`config.mk`:
```
export PLATFORM = sky130hd
export DESIGN_NAME = iesc_top
export DESIGN_NICKNAME = d
export VERILOG_FILES = /design/src/iesc_pkg.sv /design/src/iesc_evt_if.sv /design/src/iesc_timeout.sv /design/src/iesc_top.sv
export SDC_FILE = /design/constraint.sdc
export NUM_CORES = 1
export LEC_CHECK = 0
export ABC_AREA = 0
export BUFFER_PORTS_ARGS = -buffer_cell sky130_fd_sc_hd__buf_2
export CAP_MARGIN = 20
export CORE_UTILIZATION = 25
export DETAILED_ROUTE_END_ITERATION = 8
export HOLD_SLACK_MARGIN = 0.03
export PLACE_DENSITY = 0.53
export SYNTH_ARGS = -nofsm -noshare
export SYNTH_HDL_FRONTEND = slang
export SYNTH_SLANG_ARGS = --single-unit
```
`constraint.sdc`:
```
create_clock -name pclk -period 5.47 [get_ports pclk]
set_clock_uncertainty 0.15 [all_clocks]
set_input_delay 0.8205 -clock pclk [delete_from_list [all_inputs] [get_ports pclk]]
set_output_delay 0.8205 -clock pclk [all_outputs]
set_load 0.01 [all_outputs]
```
`src/iesc_pkg.sv`:
```
// Package with register map, field positions and reset values of the enable logic.
package iesc_pkg;
   localparam int IESC_ADDR_W = 12;
   localparam int IESC_LIMIT_W = 8;
   localparam logic [11:0] IESC_RAW_OFF = 12'h000;
   localparam logic [11:0] IESC_MASKED_OFF = 12'h004;
   localparam logic [11:0] IESC_EN_SET_OFF = 12'h008;
   localparam logic [11:0] IESC_EN_CLR_OFF = 12'h00c;
   localparam logic [11:0] IESC_WAIT_CFG_OFF = 12'h010;
   localparam int IESC_TRAP_BIT = 2;
   localparam int IESC_TIMEOUT_BIT = 0;
   localparam logic [31:0] IESC_FLAG_MASK = 32'h0000_0005;
   localparam logic [31:0] IESC_ZERO = 32'h0000_0000;
   localparam logic [7:0] IESC_WAIT_LIMIT_RST = 8'h80;
   localparam logic [7:0] IESC_CNT_ZERO = 8'h00;
   localparam logic [7:0] IESC_CNT_ONE = 8'h01;
endpackage

```
`src/iesc_evt_if.sv`:
```
// Interface between the register block and the wait timeout detector.
`timescale 1ns/10ps
interface iesc_evt_if #(parameter int LIMIT_W = 8);
   logic access_active;
   logic wait_active;
   logic [LIMIT_W-1:0] limit;
   logic timeout_evt;
   modport ctl (output access_active, output wait_active, output limit, input timeout_evt);
   modport det (input access_active, input wait_active, input limit, output timeout_evt);
endinterface

```
`src/iesc_timeout.sv`:
```
// Wait timeout detector: flags a wait that outlasts the configured cycle limit.
`timescale 1ns/10ps
module iesc_timeout
   import iesc_pkg::*;
(
   input wire logic pclk,
   input wire logic presetn,
   iesc_evt_if.det evt
);
   logic [IESC_LIMIT_W-1:0] cnt_ff;
   logic fired_ff;
   logic waiting;
   logic hit;

   assign waiting = evt.access_active && evt.wait_active;
   // One event per access: the detector stays quiet until the access ends.
   assign hit = waiting && !fired_ff && (cnt_ff == evt.limit);
   assign evt.timeout_evt = hit;

   always_ff @(posedge pclk or negedge presetn) begin
      if (!presetn) begin
         cnt_ff <= IESC_CNT_ZERO;
      end else if (!waiting) begin
         cnt_ff <= IESC_CNT_ZERO;
      end else if (cnt_ff != evt.limit) begin
         cnt_ff <= cnt_ff + IESC_CNT_ONE;
      end
   end

   always_ff @(posedge pclk or negedge presetn) begin
      if (!presetn) begin
         fired_ff <= 1'b0;
      end else if (!evt.access_active) begin
         fired_ff <= 1'b0;
      end else if (hit) begin
         fired_ff <= 1'b1;
      end
   end
endmodule

```
`src/iesc_top.sv`:
```
// Interrupt enable set and clear registers with raw and enabled pending flags on APB.
//
// Overview of operation
// - Writing one to set register bit 2 enables trap; both registers read it.
// - Writing one to set register bit 0 enables timeout; both registers read it.
// - Writing one to clear register bit 2 disables trap; both registers read zero.
// - Writing one to clear register bit 0 disables timeout; both read zero.
// - Zero bits written to set or clear register leave the enables unchanged.
// - Timeout raw flag sets when the wait input outlasts the configured limit.
// - Enabled timeout flag sets only on timeout while its enable is one.
// - Enabled trap flag sets only on illegal access while its enable is one.
// - Writing one to an enabled flag clears it and its raw flag; zero does nothing.
`timescale 1ns/10ps
module iesc_top
   import iesc_pkg::*;
#(
   parameter int ADDR_W = IESC_ADDR_W
)
(
   input wire logic pclk,
   input wire logic presetn,
   input wire logic psel,
   input wire logic penable,
   input wire logic pwrite,
   input wire logic [ADDR_W-1:0] paddr,
   input wire logic [31:0] pwdata,
   output logic [31:0] prdata,
   output logic pready,
   output logic pslverr,
   input wire logic async_access_active,
   input wire logic external_wait_input,
   input wire logic illegal_access,
   output logic irq
);
   logic [31:0] raw_pending_flags_ff;
   logic [31:0] enabled_pending_flags_ff;
   logic [31:0] enable_ff;
   logic [IESC_LIMIT_W-1:0] wait_config_ff;
   logic [31:0] prdata_ff;
   logic [31:0] events;
   logic [31:0] raw_clear;
   logic [31:0] en_set_bits;
   logic [31:0] en_clr_bits;
   logic wr_access;
   logic mapped;
   logic [31:0] en_set_view;
   logic [31:0] en_clr_view;

   iesc_evt_if #(.LIMIT_W(IESC_LIMIT_W)) evt_bus ();

   function automatic logic hit_off(input logic [ADDR_W-1:0] addr, input logic [11:0] off);
      hit_off = (addr[11:0] == off) && (addr >> 12 == '0);
   endfunction

   function automatic logic [31:0] read_mux(input logic [ADDR_W-1:0] addr);
      read_mux = IESC_ZERO;
      if (hit_off(addr, IESC_RAW_OFF)) begin
         read_mux = raw_pending_flags_ff;
      end else if (hit_off(addr, IESC_MASKED_OFF)) begin
         read_mux = enabled_pending_flags_ff;
      end else if (hit_off(addr, IESC_EN_SET_OFF) || hit_off(addr, IESC_EN_CLR_OFF)) begin
         read_mux = enable_ff;
      end else if (hit_off(addr, IESC_WAIT_CFG_OFF)) begin
         read_mux = {{(32 - IESC_LIMIT_W){1'b0}}, wait_config_ff};
      end
   endfunction

   assign evt_bus.access_active = async_access_active;
   assign evt_bus.wait_active = external_wait_input;
   assign evt_bus.limit = wait_config_ff;

   iesc_timeout u_timeout (
      .pclk(pclk),
      .presetn(presetn),
      .evt(evt_bus)
   );

   // The slave never inserts wait states, so every access completes in two cycles.
   assign mapped = hit_off(paddr, IESC_RAW_OFF) || hit_off(paddr, IESC_MASKED_OFF) ||
                   hit_off(paddr, IESC_EN_SET_OFF) || hit_off(paddr, IESC_EN_CLR_OFF) ||
                   hit_off(paddr, IESC_WAIT_CFG_OFF);
   assign pready = 1'b1;
   assign pslverr = psel && penable && !mapped;
   assign prdata = prdata_ff;
   assign wr_access = psel && penable && pwrite;
   assign irq = |enabled_pending_flags_ff;

   always_comb begin
      events = IESC_ZERO;
      events[IESC_TRAP_BIT] = illegal_access;
      events[IESC_TIMEOUT_BIT] = evt_bus.timeout_evt;
   end

   // Reserved bits are masked off here, so they never store and always read zero.
   assign en_set_bits = (wr_access && hit_off(paddr, IESC_EN_SET_OFF)) ?
                        (pwdata & IESC_FLAG_MASK) : IESC_ZERO;
   assign en_clr_bits = (wr_access && hit_off(paddr, IESC_EN_CLR_OFF)) ?
                        (pwdata & IESC_FLAG_MASK) : IESC_ZERO;
   // A clear through either status view drops both flags together.
   assign raw_clear = (wr_access && (hit_off(paddr, IESC_RAW_OFF) ||
                      hit_off(paddr, IESC_MASKED_OFF))) ?
                      (pwdata & IESC_FLAG_MASK) : IESC_ZERO;

   always_ff @(posedge pclk or negedge presetn) begin
      if (!presetn) begin
         enable_ff <= IESC_ZERO;
      end else begin
         enable_ff <= (enable_ff | en_set_bits) & ~en_clr_bits;
      end
   end

   // An event in the same cycle as its clear survives: the set wins.
   always_ff @(posedge pclk or negedge presetn) begin
      if (!presetn) begin
         raw_pending_flags_ff <= IESC_ZERO;
      end else begin
         raw_pending_flags_ff <= (raw_pending_flags_ff & ~raw_clear) | events;
      end
   end

   always_ff @(posedge pclk or negedge presetn) begin
      if (!presetn) begin
         enabled_pending_flags_ff <= IESC_ZERO;
      end else begin
         enabled_pending_flags_ff <= (enabled_pending_flags_ff & ~raw_clear) |
                                     (events & enable_ff);
      end
   end

   always_ff @(posedge pclk or negedge presetn) begin
      if (!presetn) begin
         wait_config_ff <= IESC_WAIT_LIMIT_RST;
      end else if (wr_access && hit_off(paddr, IESC_WAIT_CFG_OFF)) begin
         wait_config_ff <= pwdata[IESC_LIMIT_W-1:0];
      end
   end

   // Read data is captured in the setup cycle and held through the access phase.
   always_ff @(posedge pclk or negedge presetn) begin
      if (!presetn) begin
         prdata_ff <= IESC_ZERO;
      end else if (psel && !penable && !pwrite) begin
         prdata_ff <= read_mux(paddr);
      end
   end

   // Both enable views come through the read path, so the checks cover the mux as well.
   always_comb begin
      en_set_view = read_mux(IESC_EN_SET_OFF);
      en_clr_view = read_mux(IESC_EN_CLR_OFF);
   end
endmodule

```
==> results of run 1 <==
-- layer usage --
metal  vias to the layer above  GRT usage
met5                         -          0
li1                        629          -
met4                         0     0.0663
met2                        39      0.162
met3                         4     0.0340
met1                       598      0.120
-- worst register-to-register path, stage by stage, from the launching register on --
cell       delay [ns]
dfrtp_1          0.43
xor2_1           0.19
nor4_2           0.52
a2111oi_2        0.17
and3_1           0.25
mux2_4           0.30
-- worst max path at each step --
stage	startpoint	endpoint	slack [ns]	cells after the start
2_1_floorplan	paddr[4]	pslverr	3.04	3
3_3_place_gp	paddr[7]	pslverr	2.78	5
3_5_place_dp	paddr[7]	pslverr	2.79	5
4_1_cts	paddr[7]	pslverr	2.78	5
5_1_grt	paddr[7]	pslverr	2.67	5
6_report	paddr[7]	pslverr	2.79	5
-- final cells by class --
cell class / instances / area share
clock buffers: 6 / 0.0410
repair buffers: 37 / 0.0919
well taps: 77 / 0.0478
clock inverters: 2 / 0.0174
flip-flops and latches: 31 / 0.385
multi-input cells: 130 / 0.409
inverters: 4 / 0.00745
-- power groups by stage --
stage | Combinational (uW) | Clock, uW | Sequential, uW
after floorplan | 30.9 | 0 | 235
after global placement | 35.0 | 0 | 235
after detailed placement | 35.4 | 0 | 235
after CTS | 35.4 | 239 | 231
after global routing | 39.9 | 248 | 231
final | 34.6 | 231 | 231
-- registers in the layout, summed over array words and instances, names as in the netlist --
signal / count
en_clr_view: 2
enabled_pending_flags_ff: 2
u_timeout.fired_ff: 1
evt_bus.limit: 8
prdata: 8
raw_pending_flags_ff: 2
u_timeout.cnt_ff: 8
-- Yosys cell counts (4+ instances only) --
library cell and number:
inv_1 4, nand2_1 13, buf_4 25, nor2_1 15, a21o_1 4, nand3_1 5
a21oi_1 6, a22o_1 10, xor2_1 8, mux2_2 8, dfrtp_1 30
-- cells by family (layout without fill, tap and decap cells) --
family,count (synthesis),after routing,share of synthesized area
buffers and inverters,32,49,0.124
AND/OR/NAND/NOR,51,51,0.153
other,2,25,0.00434
adder cells (fa/ha/maj),1,1,0.00723
XOR/XNOR,11,11,0.0557
AO/OA/AOI/OAI,31,31,0.134
multiplexers,11,11,0.0724
flip-flops,31,31,0.449
-- placed cells by master, fill, tap and decap left out, types with 3 or more instances in the layout --
cell / count
o31ai_1: 3
a21oi_1: 6
conb_1: 25
dfrtp_1: 30
nand2_1: 13
xor2_1: 8
nand3_1: 5
xnor2_1: 3
clkbuf_8: 6
nor3_1: 3
buf_2: 37
nor2_1: 15
inv_1: 4
mux2_2: 8
a22o_1: 10
a21o_1: 4
and3_1: 3
-- metrics by stage --
stage                util  worst slack (ns)  total power [uW]  hold WS [ns]  cells
finish              0.310              2.79               496         0.345    287
global route        0.310              2.67               519         0.357    287
CTS                 0.310              2.78               505         0.348    287
detailed placement  0.292              2.79               270         0.333    279
global placement    0.292              2.78               270         0.329    279
floorplan               -              3.04               266         0.298    193
==> metrics.yaml, run 1 <==
power_and_ir_drop:
  power.share.clock: 0.466
  p_sw_frac: 0.219
  switchingPower_uw: 109
  total_leakage_power_uw: 0.00105
  p_per_area_nw_per_um2: 246
  peakVddDrop_uv: 77.3
  seq_power_share: 0.465
  pwr-share-comb: 0.070
  intPower_uw: 388
critical_path:
  crit_fanout: 3
  cp.arrival_ns: 1.71
  cpLargestDelayFamily: "simple AND/OR/NAND/NOR gates"
  worst-path-buf-inv: 2
  reg2reg_from: "u_timeout.cnt_ff[0]"
  start_kind: "input port"
  crit_chain: "buf_2 -> nor4_1 -> and3_1 -> a21oi_1 -> buf_2"
  cpMostUsedCell: "buf_2"
  r2r-end: "u_timeout.cnt_ff[6]"
  cp-end-kind: "output port"
  required_ns: 4.50
  r2r_setup_slack_ns: 3.36
  slowest_delay_ns: 0.31
  crit_type: "in -> out"
  rr_worst_depth: 5
  crit_slowest_cell: "nor4_1"
route:
  met2_length_mm: 1.55
  ant_nets: 0
  vias: 1270
  drt-initial-drc-count: 73
  routed_wl_mm: 3.28
  routedWlPerCell_um: 11.4
  wl_met1_mm: 1.46
  drc: 0
  drtPass1Iterations: 2
  vias_per_cell: 4.43
  top_layer_used: "met4"
  wl_met3_um: 213
run:
  maxCapViolCount: 0
synthesis:
  ys_types: 36
  syn_avg_cell_area_sq_um: 10.2
  synth_area_leaders: "dfrtp_1 43%, buf_4 11%, mux2_2 5.2%"
  synth_edf_count: 0
  yosysSeqAreaShare: 0.449
  synth_warnings: 0
  yosys.area.top_type: "dfrtp_1"
  ys_ff_latch: 31
  ys.flop_type: "dfrtp_1"
  syn-cell-area_sq_um: 1730
  synth_top_area_share: 0.434
  ys_async_sr_fraction: 1.00
  synthCells: 170
clock_tree:
  htree_levels: 2
  clock_sinks: 31
  clock-root-buffer: "clkbuf_8"
  cts_buffers: 5
  clockBufferDepth: 2
  cts_tree: "built"
  cts_resized: 0
  clkTransAtPathRegs_ns: 0.06
  cts_setup_buffers: 0
  cts_hold_buffers: 0
  clk_latency_ns: 0.28
layout:
  area_growth_pct: 16.6
  n_antenna_cell: 0
  postLayoutCellArea_sq_um: 2020
  drive_gt1_frac: 0.295
  final_net_count: 262
  multi_input_area_sq_um: 825
  ff_latch_area_sq_um: 777
  fillers: 672
sta:
  max-slew-margin-rel: 0.536
  fin_crit_sh: 0.491
  rsz0062_at_grt: "false"
  worst_pin_slew_ns: 0.691
  report.final.slew_viol_count: 0
  setup_viol: 0
  finalSetupTns_ns: 0
  fmax_mhz: 373
  fin_crit_ns: 2.68
  final_hold_viol_count: 0
hold_path:
  min_to: "raw_pending_flags_ff[0]"
  min_from: "raw_pending_flags_ff[0]"
  hold_path_class: "reg -> reg"
  holdPathStages: 1
floorplanning:
  core-area_sq_um: 6490
  fp.dieH_um: 85.2
  fp.dieArea_sq_um: 7250
  num_rows: 29
  start_util: 0.266
  boundaryPins: 87
  die_w_um: 85.2
placed_design:
  dpl_cell_area_sq_um: 1900
  place_congestion: 0.758
  dp_hpwl_mm: 2.57
  io_buffers: 37
global_route:
  antenna_found_initial: 0
  grt_pass1_vias: 1303
  grt.total_usage: 0.103
  grt_max_degree: 32
  grt_first_pass_wirelength_mm: 5.73
  grt-ovfl-total: 0
status:
  outcome: "complete, no violations"
(Power assumes the default switching activity.)
==> inputs of run 2 (changes only) <==
--- a/config.mk
+++ b/config.mk
@@ -5,13 +5,13 @@
 export SDC_FILE = /design/constraint.sdc
 export NUM_CORES = 1
 export LEC_CHECK = 0
-export ABC_AREA = 0
+export ABC_AREA = 1
 export BUFFER_PORTS_ARGS = -buffer_cell sky130_fd_sc_hd__buf_2
 export CAP_MARGIN = 20
 export CORE_UTILIZATION = 25
 export DETAILED_ROUTE_END_ITERATION = 8
 export HOLD_SLACK_MARGIN = 0.03
-export PLACE_DENSITY = 0.53
+export PLACE_DENSITY = 0.52
 export SYNTH_ARGS = -nofsm -noshare
 export SYNTH_HDL_FRONTEND = slang
 export SYNTH_SLANG_ARGS = --single-unit
==> constraint.sdc (replaced) <==
create_clock -name pclk -period 2.5 [get_ports pclk]
set_clock_uncertainty 0.15 [all_clocks]
set_input_delay 0.375 -clock pclk [delete_from_list [all_inputs] [get_ports pclk]]
set_output_delay 0.375 -clock pclk [all_outputs]
set_load 0.01 [all_outputs]
==> run 2 against run 1 <==
Effect of this change: via count grew 32%; clock power is 52% higher; first-iteration DRC count decreased by 9.6%; critical endpoint unchanged; non-clock buffer count grew 2.
==> metrics.yaml, run 2 <==
status:
  outcome: "complete, no violations"  # unchanged
route:
  routedWlPerCell_um: 10.1  # was 11.4 um
  drt-initial-drc-count: 66  # was 73
  vias_per_cell: 4.09  # was 4.43
  ant_nets: 0  # unchanged
  drtPass1Iterations: 4  # was 2
  drc: 0  # unchanged
  routed_wl_mm: 4.15  # was 3.28 mm
  vias: 1675  # was 1270
run:
  maxCapViolCount: 0  # unchanged
sta:
  whs_ns: 0.157  # was 0.345 ns
  fmax_mhz: 529
  worst_pin_slew_ns: 0.708  # was 0.691 ns
  fin_crit_sh: 0.756
  max-slew-margin-rel: 0.528  # was 0.536
  fin_crit_ns: 1.89
  fin_ws_ns: 0.609  # was 2.79 ns
  report.final.slew_viol_count: 0  # unchanged
  final_hold_viol_count: 0  # unchanged
  setup_viol: 0  # unchanged
  rsz0062_at_grt: "false"  # unchanged
  finalSetupTns_ns: 0  # unchanged
global_route:
  grt_pass1_vias: 1626  # was 1303
  grt.total_usage: 0.112  # was 0.103
  antenna_found_initial: 0  # unchanged
  grt_first_pass_wirelength_mm: 7.44  # was 5.73 mm
  grt-ovfl-total: 0  # unchanged
  grt_max_degree: 32  # unchanged
layout:
  layout_commonest_cell: "nand2_1"  # was buf_2
  multi_input_area_sq_um: 971  # was 825 sq um
  n_antenna_cell: 0  # unchanged
  ff_latch_area_sq_um: 777  # unchanged
  layout_common_cells: "85 x nand2_1, 37 x buf_2, 30 x dfrtp_1, 29 x inv_1, 28 x nand3_1"  # was 37 x buf_2, 30 x dfrtp_1, 25 x conb_1, 15 x nor2_1, 13 x nand2_1
  area_growth_pct: 13.8  # was 16.6%
  fillers: 862  # was 672
  final_net_count: 362  # was 262
  drive_gt1_frac: 0.205  # was 0.295
critical_path:
  crit_type: "in -> out"  # unchanged
  cp-endpoint: "pslverr"  # unchanged
  reg2reg_from: "evt_bus.limit[7]"  # was u_timeout.cnt_ff[0]
  rr_worst_depth: 8  # was 5
  startpoint: "paddr[11]"  # was paddr[7]
  cp.arrival_ns: 1.37  # was 1.71 ns
  crit_fanout: 8  # was 3
  r2r-end: "u_timeout.cnt_ff[4]"  # was u_timeout.cnt_ff[6]
  required_ns: 1.98  # was 4.50 ns
  start_kind: "input port"  # unchanged
  r2r_setup_slack_ns: 1.00  # was 3.36 ns
  cp-end-kind: "output port"  # unchanged
floorplanning:
  fp.dieArea_sq_um: 8350  # was 7250 sq um
  die_w_um: 91.4  # was 85.2 um
  boundaryPins: 87  # unchanged
  start_util: 0.259  # was 0.266
  fp.dieH_um: 91.4  # was 85.2 um
  num_rows: 32  # was 29
  core-area_sq_um: 7730  # was 6490 sq um
synthesis:
  syn_avg_cell_area_sq_um: 7.43  # was 10.2 sq um
  yosys.area.top_type: "dfrtp_1"  # unchanged
  synthTopCellsByCount: "85 x nand2_1, 30 x dfrtp_1, 29 x inv_1, 28 x nand3_1, 25 x buf_4"  # was 30 x dfrtp_1, 25 x buf_4, 15 x nor2_1, 13 x nand2_1, 10 x a22o_1
  ys_types: 33  # was 36
  ys_ff_latch: 31  # unchanged
  synth-adder-area-share: 0.00626  # was 0.00724
  synth_top_family_by_area: "simple AND/OR/NAND/NOR gates"  # unchanged
  yosysSeqAreaShare: 0.389  # was 0.449
  ys_async_sr_fraction: 1.00  # unchanged
  synthMuxAreaShare: 0  # was 0.0724
  synth_area_leaders: "dfrtp_1 38%, nand2_1 16%, buf_4 9.4%"  # was dfrtp_1 43%, buf_4 11%, mux2_2 5.2%
  ys.flop_type: "dfrtp_1"  # unchanged
  synth-simple-area-share: 0.358  # was 0.153
  synth_edf_count: 0  # unchanged
  syn-cell-area_sq_um: 2000  # was 1730 sq um
  synth-xor-area-share: 0.0301  # was 0.0557
  synth_compound_gate_area_share: 0.0451  # was 0.134
  synth_warnings: 0  # unchanged
  synthCells: 269  # was 170
  yosysMostFrequentCell: "nand2_1"  # was dfrtp_1
  synth_top_area_share: 0.376  # was 0.434
clock_tree:
  cts_setup_buffers: 0  # unchanged
  cts_tree: "built"  # unchanged
  clk_latency_ns: 0.28  # about the same
  cts_buffers: 5  # unchanged
  htree_levels: 2  # unchanged
  cts_resized: 0  # unchanged
  clock-root-buffer: "clkbuf_8"  # unchanged
  clock_sinks: 31  # unchanged
  clockBufferDepth: 2  # unchanged
  clkTransAtPathRegs_ns: 0.05  # was 0.06 ns
placed_design:
  place_ws_ns: 0.591  # was 2.79 ns
  io_buffers: 37  # unchanged
  place_congestion: 0.814  # was 0.758
  dp_hpwl_mm: 3.31  # was 2.57 mm
power_and_ir_drop:
  p_per_area_nw_per_um2: 416  # was 246 nW/um^2
  peakVddDrop_uv: 136  # was 77.3 uV
  total_leakage_power_uw: 0.00125  # was 0.00105 uW
hold_path:
  hold_path_class: "in -> reg"  # was reg -> reg
[run 2: cell types whose count changed in the layout (fill, tap and decap cells not counted), moves of 5 or more]
cell     delta
mux2_2      -8
inv_1      +25
xor2_1      -7
nand3_1    +23
nand2_1    +72
o21ai_0     +5
a22o_1     -10
[run 2: layout make-up]
class | count | area share
Clock buffer | 6 | 0.0319
Inverter | 31 | 0.0545
Multi-Input combinational cell | 201 | 0.427
Sequential cell | 31 | 0.342
Tap cell | 102 | 0.0561
Timing Repair Buffer | 39 | 0.0891
[run 2: stage by stage]
stage	util	instance area, sq um	power [uW]	std cells
2_1_floorplan	-	2080	590	292
3_3_place_gp	0.284	2190	604	403
3_5_place_dp	0.284	2190	605	403
4_1_cts	0.294	2270	965	410
5_1_grt	0.294	2270	1000	410
6_report	0.294	2270	947	410
[run 2: how the worst min path moves through the flow]
stage,cells after the start,from,endpoint
detailed placement,2,u_timeout.fired_ff,u_timeout.fired_ff
global route,3,illegal_access,raw_pending_flags_ff[2]
CTS,3,illegal_access,raw_pending_flags_ff[2]
floorplan,0,presetn,en_clr_view[0]
finish,3,illegal_access,raw_pending_flags_ff[2]
global placement,2,raw_pending_flags_ff[2],raw_pending_flags_ff[2]
[run 2: cells by family (layout without fill, tap and decap cells)]
| kind of cell | after synthesis | in the layout |
|---|---|---|
| buffers and inverters | 60 | 76 |
| AOI/OAI and AO/OA | 15 | 15 |
| other | 2 | 25 |
| adders and majority gates | 1 | 1 |
| DFF | 31 | 31 |
| xor gates and xnor gates | 6 | 6 |
| and+or+nand+nor | 154 | 154 |
[run 2: metal layers]
| metal | GRT usage | part of all wire | wire, um |
|---|---|---|---|
| met1 | 0.139 | 0.47 | 1970 |
| met2 | 0.187 | 0.47 | 1960 |
| met3 | 0.0419 | 0.054 | 223 |
| met4 | 0.0159 | 0.00096 | 4 |
| met5 | 0 | 0 | 0 |
[run 2: repair_timing]
| item | in CTS | in global routing |
|---|---|---|
| hold endpoints to repair | 25 | 0 |
| hold buffers | 1 | 0 |
| endpoints found under the setup margin | 0 | 0 |
[run 2: worst max-delay path, cell delays in order]
cell     delay (ns)
buf_2          0.10
nor2_1         0.09
nand2_1        0.13
nor2_2         0.22
nand2_4        0.12
inv_4          0.13
nor3b_1        0.07
buf_2          0.14
[run 2: power by group]
part           internal (uW)  switching [uW]  leakage [uW]  total [uW]
Sequential               504            1.11      0.000397         505
Clock                    185             167     0.0000371         352
Combinational           25.9            64.4      0.000816        90.3
==> inputs of run 3 (changes only) <==
--- a/config.mk
+++ b/config.mk
@@ -5,13 +5,13 @@
 export SDC_FILE = /design/constraint.sdc
 export NUM_CORES = 1
 export LEC_CHECK = 0
-export ABC_AREA = 1
+export ABC_AREA = 0
 export BUFFER_PORTS_ARGS = -buffer_cell sky130_fd_sc_hd__buf_2
 export CAP_MARGIN = 20
 export CORE_UTILIZATION = 25
 export DETAILED_ROUTE_END_ITERATION = 8
 export HOLD_SLACK_MARGIN = 0.03
-export PLACE_DENSITY = 0.52
+export PLACE_DENSITY = 0.53
 export SYNTH_ARGS = -nofsm -noshare
 export SYNTH_HDL_FRONTEND = slang
 export SYNTH_SLANG_ARGS = --single-unit
==> constraint.sdc (replaced) <==
create_clock -name pclk -period 1.95 [get_ports pclk]
set_clock_uncertainty 0.15 [all_clocks]
set_input_delay 0.2925 -clock pclk [delete_from_list [all_inputs] [get_ports pclk]]
set_output_delay 0.2925 -clock pclk [all_outputs]
set_load 0.01 [all_outputs]
==> run 3 against run 2 <==
Effect of this change: the flow now finishes with violations (negative setup slack); clock power up 43%; sequential share of layout area rose by 1.3 points; via count fell by 21%; die area fell by 13%; combinational power up 14%; non-clock buffer count up 18; total power up 32%; design area decreased by 3.8%; flip-flop and latch count did not move; critical path type is now reg -> reg; largest power group unchanged; highest routed layer unchanged.
==> metrics.yaml, run 3 (synthesized netlist as in run 1, its figures left out) <==
clock_tree:
  clockBufferDepth: 2  # unchanged
  clock-root-buffer: "clkbuf_8"  # unchanged
  cts_buffers: 5  # unchanged
  clkTransAtPathRegs_ns: 0.06  # was 0.05 ns
  clock_sinks: 31  # unchanged
  clk_latency_ns: 0.28  # about the same
  cts_tree: "built"  # unchanged
  htree_levels: 2  # unchanged
layout:
  n_antenna_cell: 0  # unchanged
  layoutNonFillerInstCount: 306  # was 410
  final_net_count: 282  # was 362
  fillers: 652  # was 862
  layout_common_cells: "37 x buf_2, 30 x dfrtp_1, 25 x conb_1, 18 x buf_4, 15 x nor2_1"  # was 85 x nand2_1, 37 x buf_2, 30 x dfrtp_1, 29 x inv_1, 28 x nand3_1
  layout_commonest_cell: "buf_2"  # was nand2_1
  area_growth_pct: 26.6  # was 13.8%
  drive_gt1_frac: 0.362  # was 0.205
  final_util: 0.337  # was 0.294
  postLayoutCellArea_sq_um: 2190  # was 2270 sq um
route:
  drc: 0  # unchanged
  vias: 1320  # was 1675
  drtPass1Iterations: 4  # unchanged
  ant_nets: 0  # unchanged
  routedWlPerCell_um: 11.1  # was 10.1 um
  routed_wl_mm: 3.40  # was 4.15 mm
  drt-initial-drc-count: 53  # was 66
  vias_per_cell: 4.31  # was 4.09
critical_path:
  crit_chain: "xor2_2 -> nor4_4 -> a2111oi_2 -> and3_1 -> mux2_4"  # was buf_2 -> nor2_1 -> nand2_1 -> nor2_2 -> nand2_4 -> inv_4 -> nor3b_1 -> buf_2
  r2r_setup_slack_ns: -0.003  # was 1.00 ns
  reg2reg_from: "evt_bus.limit[7]"  # unchanged
  crit_slowest_cell: "dfstp_2"  # was nor2_2
  crit_fanout: 5  # was 8
  required_ns: 1.97  # was 1.98 ns
  start_kind: "flip-flop"  # was input port
  rr_worst_depth: 5  # was 8
  slowest_delay_ns: 0.56  # was 0.22 ns
  r2r-end: "u_timeout.cnt_ff[6]"  # was u_timeout.cnt_ff[4]
  crit_type: "reg -> reg"  # was in -> out
  cp-end-kind: "flip-flop"  # was output port
  cp.arrival_ns: 1.97  # was 1.37 ns
global_route:
  grt.total_usage: 0.102  # was 0.112
  antenna_found_initial: 0  # unchanged
  grt_first_pass_wirelength_mm: 5.67  # was 7.44 mm
  grt_pass1_vias: 1227  # was 1626
  grt_max_degree: 32  # unchanged
  grt-ovfl-total: 0  # unchanged
sta:
  fmax_mhz: 512
  report.final.slew_viol_count: 0  # unchanged
  fin_ws_ns: -0.00262  # was 0.609 ns
  max-slew-margin-rel: 0.543  # was 0.528
  final_hold_viol_count: 0  # unchanged
  fin_crit_sh: 1.00
  whs_ns: 0.0659  # was 0.157 ns
  fin_crit_ns: 1.95
  setup_viol: 1  # was 0
  worst_pin_slew_ns: 0.686  # was 0.708 ns
  rsz0062_at_grt: "true"  # was false
hold_path:
  hold_path_class: "in -> reg"  # unchanged
  min_from: "illegal_access"  # unchanged
  holdPathStages: 2  # was 3
  min_to: "raw_pending_flags_ff[2]"  # unchanged
placed_design:
  dpl_cell_area_sq_um: 2050  # was 2190 sq um
  io_buffers: 37  # unchanged
  dp.cells: 297  # was 403
  dp_hpwl_mm: 2.58  # was 3.31 mm
  place_congestion: 0.787  # was 0.814
status:
  outcome: "finished with violations"  # was complete, no violations
  violations: "negative setup slack"
power_and_ir_drop:
  power.share.clock: 0.402  # was 0.371
  power_uw: 1250  # was 947 uW
  p_sw_frac: 0.239  # was 0.245
  seq_power_share: 0.516  # was 0.533
  total_leakage_power_uw: 0.00116  # was 0.00125 uW
  p_per_area_nw_per_um2: 573  # was 416 nW/um^2
  pwr-share-comb: 0.082  # was 0.095
  peakVddDrop_uv: 235  # was 136 uV
  switchingPower_uw: 300  # was 232 uW
  intPower_uw: 955  # was 715 uW
run:
  maxCapViolCount: 0  # unchanged
floorplanning:
  core-area_sq_um: 6490  # was 7730 sq um
  fp.dieH_um: 85.2  # was 91.4 um
  start_util: 0.266  # was 0.259
  num_rows: 29  # was 32
  die_w_um: 85.2  # was 91.4 um
  boundaryPins: 87  # unchanged
  fp.dieArea_sq_um: 7250  # was 8350 sq um
==> run 3: metal layers <==
metal  global-route usage  up-vias  part of all wire
li1                     -      661                 -
met1                0.125      619              0.48
met2                0.158       36              0.46
met3               0.0409        4             0.052
met4               0.0462        0            0.0097
met5                    0        -                 0
==> run 3: worst max-delay path by stage <==
stage                     startpoint                  end  cells after the start
global placement    evt_bus.limit[7]  u_timeout.cnt_ff[6]                      5
global route        evt_bus.limit[7]  u_timeout.cnt_ff[6]                      5
detailed placement  evt_bus.limit[7]  u_timeout.cnt_ff[6]                      5
finish              evt_bus.limit[7]  u_timeout.cnt_ff[6]                      5
floorplan           evt_bus.limit[7]  u_timeout.cnt_ff[6]                      5
CTS                 evt_bus.limit[7]  u_timeout.cnt_ff[6]                      5
==> run 3: worst max-delay path, delay by kind of cell, from the launching register on <==
| kind | cells | cell delay (ns) |
|---|---|---|
| AOI/OAI and AO/OA | 1 | 0.14 |
| xor gates and xnor gates | 1 | 0.08 |
| DFF | 1 | 0.56 |
| muxes | 1 | 0.29 |
| and+or+nand+nor | 2 | 0.63 |
==> run 3: layout make-up <==
cell class / instances / area, sq um / share of cell area
clock buffer: 6 / 82.6 / 0.0377
clock inverter: 1 / 5.00 / 0.00229
inverter: 4 / 15.0 / 0.00686
multi-input combinational: 130 / 862 / 0.394
sequential: 31 / 777 / 0.355
tap: 77 / 96.3 / 0.0440
timing repair buffer: 57 / 350 / 0.160
==> run 3: power by group through the flow <==
stage                     sequential, uW  clock (uW)  combinational [uW]
after floorplan                      659           0                86.8
after global placement               659           0                 101
after detailed placement             659           0                 101
after CTS                            647         523                 103
after global routing                 647         552                 117
final                                647         505                 103
==> run 3: metrics by stage <==
stage	setup WS [ns]	setup TNS, ns
global placement	-0.147	-0.347
finish	-0.00262	-0.00262
floorplan	0.00155	0
CTS	-0.0234	-0.0234
detailed placement	-0.138	-0.298
global route	-0.0787	-0.104
==> run 3: what timing repair did <==
action,4_1_cts,5_1_grt
setup endpoints to repair,5,3
buffers inserted,0,1
endpoints found under the hold margin,30,0
resized for setup,2,3
pin swaps,1,1
hold buffers,1,0
cloned,0,0
